==> src/rtl/itb_pkg.sv <==
/*
 * constants shared by both ends of the interval timer bit-bus link.
 * assumes a single 100 mhz system clock on both ends.
 */
// Function
// - first written bit selects clock or mask mode
// - clock mode bits one-fourteen hold interval
// - writing bit fourteen starts the countdown
// - count decrements once per 64 clocks
// - full interval 16383 counts runs to zero
// - reaching zero raises the timer interrupt level
// - host enables mask bit three first
// - host clears pending timer interrupt in handler
// - mask bit three written one clears pending
// - readback: mask mode for HOLD_CYC clocks, then back
// - clock mode reads return captured count copy
// - device at bit address 80, base 100
// - processor level three or higher accepts it
package itb_pkg;

    // ----------------------------------------------------------------
    // clock and timing
    // ----------------------------------------------------------------
    localparam int CLK_MHZ = 100;
    localparam int DEV_PRESCALE = 64;
    localparam int HOLD_NS = 21400;
    localparam int HOLD_CYC = (HOLD_NS * CLK_MHZ + 999) / 1000;

    // ----------------------------------------------------------------
    // bit bus map
    // ----------------------------------------------------------------
    localparam int BIT_ADDR_W = 12;
    localparam logic [11:0] DEV_BIT_ADDR = 12'h080;
    localparam logic [12:0] SW_BASE = 13'h0100;
    localparam logic [3:0] MODE_BIT = 4'h0;
    localparam logic [3:0] INTERVAL_BIT_FIRST = 4'h1;
    localparam logic [3:0] INTERVAL_BIT_LAST = 4'he;
    localparam logic [3:0] TIMER_MASK_BIT = 4'h3;
    localparam logic [3:0] SUMMARY_BIT = 4'hf;
    localparam int IVAL_W = 14;
    localparam logic [13:0] IVAL_RST = 14'h0000;
    localparam logic [15:1] MASK_RST = 15'h0000;

    // ----------------------------------------------------------------
    // controller registers (byte offsets)
    // ----------------------------------------------------------------
    localparam logic [7:0] REG_CMD = 8'h00;
    localparam logic [7:0] REG_WDATA = 8'h04;
    localparam logic [7:0] REG_RDATA = 8'h08;
    localparam logic [7:0] REG_STATUS = 8'h0c;
    localparam logic [7:0] REG_ISTAT = 8'h10;
    localparam logic [7:0] REG_IMASK = 8'h14;
    localparam logic [7:0] REG_LEVEL = 8'h18;

    // cmd fields
    localparam int CMD_OP_LSB = 0;
    localparam int CMD_IDX_LSB = 4;
    localparam int CMD_NB_LSB = 8;
    localparam logic [2:0] OP_WRITE = 3'h0;
    localparam logic [2:0] OP_SET_ONE = 3'h1;
    localparam logic [2:0] OP_SET_ZERO = 3'h2;
    localparam logic [2:0] OP_READ = 3'h3;
    localparam logic [2:0] OP_SNAP = 3'h4;

    // interrupt status bits
    localparam int IRQ_DONE = 0;
    localparam int IRQ_TIMER = 1;
    localparam logic [3:0] TIMER_LEVEL = 4'h3;
    localparam logic [3:0] LEVEL_RST = 4'h0;

endpackage

==> src/rtl/itb_bus_if.sv <==
/*
 * serial_bit_io_bus between controller and timer device.
 * assumes both ends share clk_i; no tri-state on this bus.
 */
`timescale 1ns/1ps
`default_nettype none
interface itb_bus_if (
    input wire logic clk_i
);
    logic [11:0] bit_addr;
    logic wr_bit;
    logic wr_stb;
    logic rd_bit;
    logic timer_irq;

    modport dev (
        input bit_addr,
        input wr_bit,
        input wr_stb,
        output rd_bit,
        output timer_irq
    );

    modport host (
        output bit_addr,
        output wr_bit,
        output wr_stb,
        input rd_bit,
        input timer_irq
    );
endinterface
`default_nettype wire

==> src/rtl/itb_host_ctl.sv <==
/*
 * controller end: classic wishbone slave that turns commands into
 * serial_bit_io_bus bit writes and reads.
 * assumes the device shares clk_i, so its outputs need no synchroniser.
 */
`timescale 1ns/1ps
`default_nettype none
module itb_host_ctl #(
    parameter logic [12:0] BASE = itb_pkg::SW_BASE,
    parameter int HOLD = itb_pkg::HOLD_CYC
) (
    input wire logic clk_i,
    input wire logic rst_i,
    input wire logic wb_cyc_i,
    input wire logic wb_stb_i,
    input wire logic wb_we_i,
    input wire logic [7:0] wb_adr_i,
    input wire logic [3:0] wb_sel_i,
    input wire logic [31:0] wb_dat_i,
    output logic [31:0] wb_dat_o,
    output logic wb_ack_o,
    output logic irq_o,
    itb_bus_if.host bus
);

    // ----------------------------------------------------------------
    // state
    // ----------------------------------------------------------------
    typedef enum logic [2:0] {
        ST_IDLE, ST_WR, ST_RA, ST_RW, ST_RS, ST_SCLR, ST_SHOLD, ST_SSET
    } itb_hst_t;

    typedef struct packed {
        itb_hst_t st;
        logic [2:0] op;
        logic [3:0] idx;
        logic [4:0] nb;
        logic [4:0] pos;
        logic [15:0] wdat;
        logic [15:0] rdat;
        logic [11:0] hold;
        logic [11:0] addr;
        logic wbit;
        logic wstb;
        logic [1:0] istat;
        logic [1:0] imask;
        logic [3:0] level;
        logic tprev;
        logic ack;
        logic [31:0] dout;
    } itb_host_state_t;

    itb_host_state_t s_q;
    itb_host_state_t s_d;

    localparam logic [11:0] HOLD_LAST = 12'(HOLD - 1);
    // the device sees half the software base as its bit address
    localparam logic [11:0] DEV_BASE = BASE[12:1];

    logic req;
    logic wr;
    logic [11:0] cur;
    logic last;
    logic done;
    logic tev;
    logic [4:0] nbf;

    // ----------------------------------------------------------------
    // next state
    // ----------------------------------------------------------------
    always_comb begin
        s_d = s_q;
        s_d.wstb = 1'b0;
        done = 1'b0;
        req = wb_cyc_i & wb_stb_i;
        wr = req & wb_we_i & s_q.ack;
        // bits go out lsb first, so data bit 0 lands on device bit idx (the mode bit when idx is 0)
        cur = DEV_BASE + {8'h00, s_q.idx} + {7'h00, s_q.pos};
        last = (s_q.pos + 5'h01 == s_q.nb);
        nbf = wb_dat_i[itb_pkg::CMD_NB_LSB +: 5];

        case (s_q.st)
            ST_IDLE: begin
                if (wr && wb_adr_i == itb_pkg::REG_CMD && wb_sel_i[1:0] == 2'h3) begin
                    s_d.op = wb_dat_i[itb_pkg::CMD_OP_LSB +: 3];
                    s_d.idx = wb_dat_i[itb_pkg::CMD_IDX_LSB +: 4];
                    s_d.nb = (nbf == 5'h00) ? 5'h01 : nbf;
                    s_d.pos = 5'h00;
                    case (s_d.op)
                        itb_pkg::OP_WRITE: s_d.st = ST_WR;
                        itb_pkg::OP_SET_ONE: begin
                            s_d.nb = 5'h01;
                            s_d.wdat = 16'h0001;
                            s_d.st = ST_WR;
                        end
                        itb_pkg::OP_SET_ZERO: begin
                            s_d.nb = 5'h01;
                            s_d.wdat = 16'h0000;
                            s_d.st = ST_WR;
                        end
                        itb_pkg::OP_READ: s_d.st = ST_RA;
                        itb_pkg::OP_SNAP: s_d.st = ST_SCLR;
                        default: s_d.st = ST_IDLE;
                    endcase
                end
            end
            ST_WR: begin
                s_d.addr = cur;
                s_d.wbit = s_q.wdat[s_q.pos[3:0]];
                s_d.wstb = 1'b1;
                s_d.pos = s_q.pos + 5'h01;
                if (last) begin
                    s_d.st = ST_IDLE;
                    done = 1'b1;
                end
            end
            ST_RA: begin
                s_d.addr = cur;
                s_d.st = ST_RW;
            end
            ST_RW: s_d.st = ST_RS;
            ST_RS: begin
                s_d.rdat[s_q.pos[3:0]] = bus.rd_bit;
                s_d.pos = s_q.pos + 5'h01;
                s_d.st = last ? ST_IDLE : ST_RA;
                done = last;
            end
            ST_SCLR: begin
                // mask mode lets the device refresh its count copy
                s_d.addr = DEV_BASE;
                s_d.wbit = 1'b0;
                s_d.wstb = 1'b1;
                s_d.hold = 12'h000;
                s_d.st = ST_SHOLD;
            end
            ST_SHOLD: begin
                s_d.hold = s_q.hold + 12'h001;
                if (s_q.hold == HOLD_LAST) begin
                    s_d.st = ST_SSET;
                end
            end
            ST_SSET: begin
                s_d.addr = DEV_BASE;
                s_d.wbit = 1'b1;
                s_d.wstb = 1'b1;
                s_d.idx = itb_pkg::INTERVAL_BIT_FIRST;
                s_d.nb = 5'(itb_pkg::IVAL_W);
                s_d.pos = 5'h00;
                s_d.rdat = 16'h0000;
                s_d.st = ST_RA;
            end
            default: s_d.st = ST_IDLE;
        endcase

        // software enables mask bit three and clears via set-one; the
        // event only counts at processor level three or more
        s_d.tprev = bus.timer_irq;
        tev = bus.timer_irq & ~s_q.tprev & (s_q.level >= itb_pkg::TIMER_LEVEL);

        // register writes; w1c with set winning over clear
        if (wr && wb_adr_i == itb_pkg::REG_WDATA) begin
            if (wb_sel_i[0] && s_q.st == ST_IDLE) s_d.wdat[7:0] = wb_dat_i[7:0];
            if (wb_sel_i[1] && s_q.st == ST_IDLE) s_d.wdat[15:8] = wb_dat_i[15:8];
        end
        if (wr && wb_sel_i[0] && wb_adr_i == itb_pkg::REG_ISTAT) begin
            s_d.istat = s_q.istat & ~wb_dat_i[1:0];
        end
        if (wr && wb_sel_i[0] && wb_adr_i == itb_pkg::REG_IMASK) s_d.imask = wb_dat_i[1:0];
        if (wr && wb_sel_i[0] && wb_adr_i == itb_pkg::REG_LEVEL) s_d.level = wb_dat_i[3:0];
        if (done) s_d.istat[itb_pkg::IRQ_DONE] = 1'b1;
        if (tev) s_d.istat[itb_pkg::IRQ_TIMER] = 1'b1;

        // wishbone answer one cycle after the request
        s_d.ack = req & ~s_q.ack;
        if (req && !s_q.ack) begin
            case (wb_adr_i)
                itb_pkg::REG_WDATA: s_d.dout = {16'h0000, s_q.wdat};
                itb_pkg::REG_RDATA: s_d.dout = {16'h0000, s_q.rdat};
                itb_pkg::REG_STATUS: s_d.dout = {31'h0, s_q.st != ST_IDLE};
                itb_pkg::REG_ISTAT: s_d.dout = {30'h0, s_q.istat};
                itb_pkg::REG_IMASK: s_d.dout = {30'h0, s_q.imask};
                itb_pkg::REG_LEVEL: s_d.dout = {28'h0, s_q.level};
                default: s_d.dout = 32'h0000_0000;
            endcase
        end
    end

    // ----------------------------------------------------------------
    // registers
    // ----------------------------------------------------------------
    always_ff @(posedge clk_i) begin
        if (rst_i) begin
            s_q <= '0;
            s_q.st <= ST_IDLE;
            s_q.level <= itb_pkg::LEVEL_RST;
        end else begin
            s_q <= s_d;
        end
    end

    assign wb_dat_o = s_q.dout;
    assign wb_ack_o = s_q.ack;
    assign irq_o = |(s_q.istat & s_q.imask);
    assign bus.bit_addr = s_q.addr;
    assign bus.wr_bit = s_q.wbit;
    assign bus.wr_stb = s_q.wstb;

endmodule
`default_nettype wire

==> src/flat_wrapper.sv <==
// flat-port wrapper written by rule: the top's interface ports become plain ports
module itb_host_ctl_flat 
#(
    parameter logic [12:0] BASE = itb_pkg::SW_BASE,
    parameter int HOLD = itb_pkg::HOLD_CYC
)
  (clk_i, rst_i, wb_cyc_i, wb_stb_i, wb_we_i, wb_adr_i, wb_sel_i, wb_dat_i, wb_dat_o, wb_ack_o, irq_o, bus_bit_addr, bus_wr_bit, bus_wr_stb, bus_rd_bit, bus_timer_irq);
  itb_bus_if bus_i (.clk_i(clk_i));
  input wire logic clk_i;
  input wire logic rst_i;
  input wire logic wb_cyc_i;
  input wire logic wb_stb_i;
  input wire logic wb_we_i;
  input wire logic [7:0] wb_adr_i;
  input wire logic [3:0] wb_sel_i;
  input wire logic [31:0] wb_dat_i;
  output logic [31:0] wb_dat_o;
  output logic wb_ack_o;
  output logic irq_o;
  output wire logic [$bits(bus_i.bit_addr)-1:0] bus_bit_addr;
  output wire logic [$bits(bus_i.wr_bit)-1:0] bus_wr_bit;
  output wire logic [$bits(bus_i.wr_stb)-1:0] bus_wr_stb;
  input wire logic [$bits(bus_i.rd_bit)-1:0] bus_rd_bit;
  input wire logic [$bits(bus_i.timer_irq)-1:0] bus_timer_irq;
  assign bus_bit_addr = bus_i.bit_addr;
  assign bus_wr_bit = bus_i.wr_bit;
  assign bus_wr_stb = bus_i.wr_stb;
  assign bus_i.rd_bit = bus_rd_bit;
  assign bus_i.timer_irq = bus_timer_irq;
  itb_host_ctl #(.BASE(BASE), .HOLD(HOLD)) u_core (.clk_i(clk_i), .rst_i(rst_i), .wb_cyc_i(wb_cyc_i), .wb_stb_i(wb_stb_i), .wb_we_i(wb_we_i), .wb_adr_i(wb_adr_i), .wb_sel_i(wb_sel_i), .wb_dat_i(wb_dat_i), .wb_dat_o(wb_dat_o), .wb_ack_o(wb_ack_o), .irq_o(irq_o), .bus(bus_i));
endmodule
==> config.mk <==
export PLATFORM = sky130hd
export DESIGN_NAME = itb_host_ctl_flat
export DESIGN_NICKNAME = d
export VERILOG_FILES = /design/src/rtl/itb_pkg.sv /design/src/rtl/itb_bus_if.sv /design/src/rtl/itb_host_ctl.sv /design/src/flat_wrapper.sv
export SDC_FILE = /design/constraint.sdc
export NUM_CORES = 1
export LEC_CHECK = 0
export BUFFER_PORTS_ARGS = -buffer_cell sky130_fd_sc_hd__buf_2
export CAP_MARGIN = 0
export CELL_PAD_IN_SITES_DETAIL_PLACEMENT = 1
export CELL_PAD_IN_SITES_GLOBAL_PLACEMENT = 1
export CORE_MARGIN = 8
export CORE_UTILIZATION = 40
export CTS_CLUSTER_DIAMETER = 30
export DETAILED_ROUTE_END_ITERATION = 8
export PLACE_DENSITY = 0.86
export SLEW_MARGIN = 20
export SYNTH_ARGS = -nofsm -noshare
export SYNTH_HDL_FRONTEND = slang
export SYNTH_SLANG_ARGS = --single-unit
export TNS_END_PERCENT = 5
==> constraint.sdc <==
create_clock -name clk_i -period 2.9 [get_ports clk_i]
set_clock_uncertainty 0.2 [all_clocks]
set_input_delay 0.145 -clock clk_i [delete_from_list [all_inputs] [get_ports clk_i]]
set_output_delay 0.145 -clock clk_i [all_outputs]
set_load 0.01 [all_outputs]
After elaboration in Yosys (flattened, before gate mapping):

Index checks and enable logic that the tools add are counted.

* flip-flop bits (word level): 120
* bits in latches: 0
* bits in writable memories: 0
* ROM bits: 0
* bits of input ports: 51
* output and inout port bits: 48
* logic and storage cells: 124
* memories kept: 0

* add/sub/neg operators: 4
* multiply operators: 0
* div/mod/pow operators: 0
* order comparisons: 3
* equal/unequal tests: 23
* shift operators: 0
* mux-type cells: 30
* bitwise operators: 11
* reduce and logical (&&, ||, !) cells: 35

Operator list (number)
* 16-bit one-hot mux with 6 select lines: 1
* 16-bit one-hot mux with 2 select lines: 2
* 12-bit one-hot mux with 2 select lines: 2
* 36-bit 2-to-1 mux: 1
* 16-bit 2-to-1 mux: 2
* 8-bit by 5-bit == test with 1-bit output (second input constant): 3
* 3-bit one-hot mux with 8 select lines: 1
* 9-bit one-hot mux with 2 select lines: 1
* 16-bit bitwise mux: 1
* 8-bit by 4-bit == test with 1-bit output (second input constant): 2
* 8-bit 2-to-1 mux: 2
* 3-bit == test (second input constant): 5
* 5-bit one-hot mux with 3 select lines: 1
* 12-bit by 1-bit adder with 12-bit output (second input constant): 1
* 12-bit by 5-bit adder with 12-bit output: 1
* 12-bit == test (second input constant): 1
* 3-bit by 2-bit == test with 1-bit output (second input constant): 4
* 2-bit nonzero test: 6
* 1-bit logical AND: 11
* 5-bit 2-to-1 mux: 2
* 2-bit OR reduction: 5
* 8-bit by 4-bit adder with 9-bit output (first input constant): 1
* 3-bit one-hot mux with 3 select lines: 1
* 3-bit nonzero test: 3
* other kinds (27): 46

Depth between registers and ports, before layout:

* depth after elaboration: 9
* gate-level depth with buffers: 8
* gate-level depth less buffers: 7

Least setup slack after synthesis:

OpenSTA, ideal clock, no wires.

* kind: register to register
* from: register u_core.s_q[101] (netlist name)
* to: register u_core.s_q[117] (netlist name)
* library setup time: 0.135 ns
* data arrival time: 1.936 ns
* required time: 2.565 ns
* slack: 0.630 ns
* cell stages (with the launch flop): 9
* path buffers: 1
* period minus slack after synthesis: 2.270 ns
* cells stage by stage: dfxtp_1 -> clkbuf_1 -> inv_1 -> ha_1 -> xor2_1 -> a211oi_1 -> o311ai_2 -> a221oi_2 -> a2111oi_2

* word-level cells in the longest chain between the ends: 4

Ends and longest elaborated chain
* from (decl): line itb_host_ctl.sv:53 `itb_host_state_t s_q;`
* 5-bit by 1-bit adder with 5-bit output: line itb_host_ctl.sv:79 `last = (s_q.pos + 5'h01 == s_q.nb);`
* 5-bit == test: line itb_host_ctl.sv:79
* 2-bit by 1-bit != test with 1-bit output (no source line)
* 3-bit AND reduction (no source line)

No other way between the ends.
A chain may end at the register's enable or synchronous reset.

Final worst setup path:

* from: register u_core.s_q[100] (netlist name)
* to: register u_core.s_q[117] (netlist name)

Same word-level chain as after synthesis.

==> results_dict.tcl <==
set metrics [dict create \
    fin_nets 699 \
    synth-warning-count 0 \
    status "finished clean" \
    tns_ns 0 \
    arrival_ns 2.41 \
    synthArstFlopShare_pct 0 \
    dp.cells 782 \
    seq_area_frac_synth_pct 37.0 \
    cts_htree_levels 3 \
    placed_area_sq_mm 0.00533 \
    syn_to_final_growth_pct 11.8 \
    wl_per_cell_um 18.9 \
    die_area_sq_mm 0.0169 \
    drc_errors 0 \
    grt_max_degree 48 \
    power.density_mw_per_mm2 462 \
    num_antenna_cells 0 \
    synth_cell_types 68 \
    p_sw_mw 0.618 \
    wl_um 15400 \
    io_pins 99 \
    die_h_um 130 \
    p_leak_nw 2.14 \
    rsz0062_at_grt "false" \
    mostFrequentLayoutCell "dfxtp_1" \
    numCtsBuffers 9 \
    antenna_found_initial 0 \
    sw_frac_of_total_pct 23.0 \
    fin_crit_ns 2.39 \
    synth_seq_cells 96 \
    postLayoutCoreUtil_pct 46.0 \
    vias 4659 \
    core_region_area_sq_mm 0.0126 \
    start_kind "register" \
    slew_headroom_pct 40.0 \
    fin_cells 815 \
    worstHoldStart "wb_stb_i" \
    via_per_inst 5.72 \
    grtUsageTotal_pct 18.8 \
    drive_above_1_share_pct 16.8 \
    synth_area_sq_mm 0.00519 \
    critPathLaunch "u_core.s_q[100]" \
    critPathMaxFanout 8 \
    cts_buffer_depth 2 \
    comb_power_share_pct 5.1 \
    avgSynthCellArea_sq_um 8.55 \
    portBuffers 59 \
    clk_pin_slew_ns 0.07 \
    cts_tree "done" \
    worstSkewPairLatency_ns 0.35 \
    dp_hpwl_um 11200 \
    period_share_pct 82.4 \
    hold_path.class "in -> reg" \
    initial_core_util_pct 41.1 \
    cts.sink_count 96 \
    num_rows 41 \
    seqPwrFrac_pct 49.2 \
    fmax_ghz 0.419 \
    drtPass1Iterations 5 \
    critPathCaptureType "register" \
    synth_edf_count 0 \
    slew_violations 0 \
    setup_ws_ns 0.511 \
    die_w_um 130 \
    regToRegStartpoint "u_core.s_q[100]" \
    grt_overflow_total 0 \
    drt_iter0_drc 325 \
    critPathKind "reg -> reg" \
    gp_congestion 0.884 \
    maxCapViolCount 0 \
    cts_root_buf "clkbuf_16" \
    finalHoldViolCount 0 \
    grt_pass1_wl_um 25100 \
    worst_slew_pin_slew_ns 0.899 \
    preCtsSetupSlack_ns 0.503 \
    clkPwrFrac_pct 45.7 \
    setup-violations-final 0 \
    design_area_sq_mm 0.00580 \
    layout_common_cells "dfxtp_1 (96), buf_2 (59), nand2_1 (49)" \
    fin_total_pwr_mw 2.68 \
    ys.flop_type "dfxtp_1" \
    p_int_mw 2.06 \
    ir_drop_uv 322 \
    crit_required_ns 2.92 \
    grt_pass1_vias 4988 \
    hold_slack_ns 0.00692 \
    antenna_left 0 \
    postSynthCellCount 607 \
]
-- synthesized netlist by cell type (3+ instances only) --
| master | instances | area (sq um) |
|---|---|---|
| nor3b_1 | 3 | 22.5 |
| inv_1 | 7 | 26.3 |
| nor3_4 | 4 | 65.1 |
| nand3_1 | 32 | 160 |
| o211ai_1 | 12 | 90.1 |
| buf_2 | 10 | 50.1 |
| buf_4 | 47 | 353 |
| and2_1 | 10 | 62.6 |
| o311ai_0 | 4 | 35.0 |
| dfxtp_1 | 96 | 1920 |
| nor4_1 | 8 | 50.1 |
| a21o_1 | 6 | 45.0 |
| o21ai_1 | 12 | 60.1 |
| nand2_1 | 49 | 184 |
| xnor2_1 | 10 | 87.6 |
| nor2_1 | 43 | 161 |
| nand4_1 | 6 | 37.5 |
| a22o_1 | 18 | 158 |
| nor2b_1 | 10 | 62.6 |
| and4_1 | 3 | 26.3 |
| a211oi_1 | 9 | 67.6 |
| nor3_1 | 13 | 65.1 |
| o21ai_0 | 17 | 85.1 |
| and3_1 | 6 | 37.5 |
| mux4_2 | 4 | 90.1 |
| buf_1 | 4 | 15.0 |
| ha_1 | 9 | 113 |
| a31oi_1 | 7 | 43.8 |
| nand2b_1 | 8 | 50.1 |
| mux2i_1 | 7 | 70.1 |
| or3_1 | 5 | 31.3 |
| xor2_1 | 4 | 35.0 |
| a22oi_1 | 14 | 105 |
| a21oi_1 | 44 | 220 |
| clkbuf_1 | 23 | 86.3 |
-- critical path: stages (launching register included) --
cell and delay (ns):
dfxtp_1 0.58, inv_1 0.13, ha_1 0.36, xor2_1 0.15, a211oi_1 0.25, o311ai_2 0.22
a221oi_2 0.30, a2111oi_2 0.08
-- power groups by stage --
stage          Sequential [mW]  Clock, mW  Combinational, mW
6_report                  1.32       1.23              0.137
5_1_grt                   1.32       1.32              0.150
4_1_cts                   1.32       1.26              0.134
3_5_place_dp              1.35          0              0.116
3_3_place_gp              1.35          0              0.112
2_1_floorplan             1.35          0             0.0910
-- logic make-up (layout without fill, tap and decap cells) --
family / Yosys count / in the layout / synth area share (%)
DFF: 96 / 96 / 37.0
muxes: 13 / 13 / 3.52
adders and majority gates: 10 / 10 / 2.56
AOI/OAI and AO/OA: 166 / 166 / 21.9
and+or+nand+nor: 214 / 214 / 22.0
xor gates and xnor gates: 14 / 14 / 2.36
other: 1 / 21 / 0.0723
buffers and inverters: 93 / 109 / 10.5
-- repair_timing --
| action | CTS | global route |
|---|---|---|
| buffers inserted | 0 | 0 |
| endpoints found under the hold margin | 33 | 0 |
| setup endpoints to repair | 0 | 0 |
| hold buffers | 17 | 0 |
| gates resized for setup | 0 | 0 |
-- worst paths after layout --
kind,slack (ns),endpoint,depth (start not counted)
setup / recovery,0.51,u_core.s_q[117],7
hold / removal,0.007,u_core.wb_dat_o[0],5
setup reg to reg,0.51,u_core.s_q[117],7
hold reg to reg,0.25,u_core.wb_dat_o[10],2
-- routing by layer --
layer | vias to the layer above | routed length [um] | GRT usage [%]
li1 | 2206 | - | -
met5 | - | 0 | 0
met1 | 2291 | 6080 | 20.8
met2 | 138 | 8000 | 34.0
met3 | 24 | 995 | 4.94
met4 | 0 | 312 | 6.49
-- layout make-up --
type	instances	area, sq um
clock buffer	11	243
timing repair buffer	85	533
multi-input combinational	438	2800
fill	1532	6820
tap	172	215
inverter	8	30.0
sequential	96	1920
clock inverter	5	63.8
-- registers in the layout, summed over array words and instances, names as in the netlist --
name / cells
u_core.s_q: 70
u_core.wb_dat_o: 16
u_core.bus.bit_addr: 7
u_core.bus.wr_bit: 1
u_core.bus.wr_stb: 1
u_core.wb_ack_o: 1
No activity file was read; power rests on OpenSTA's default activity.
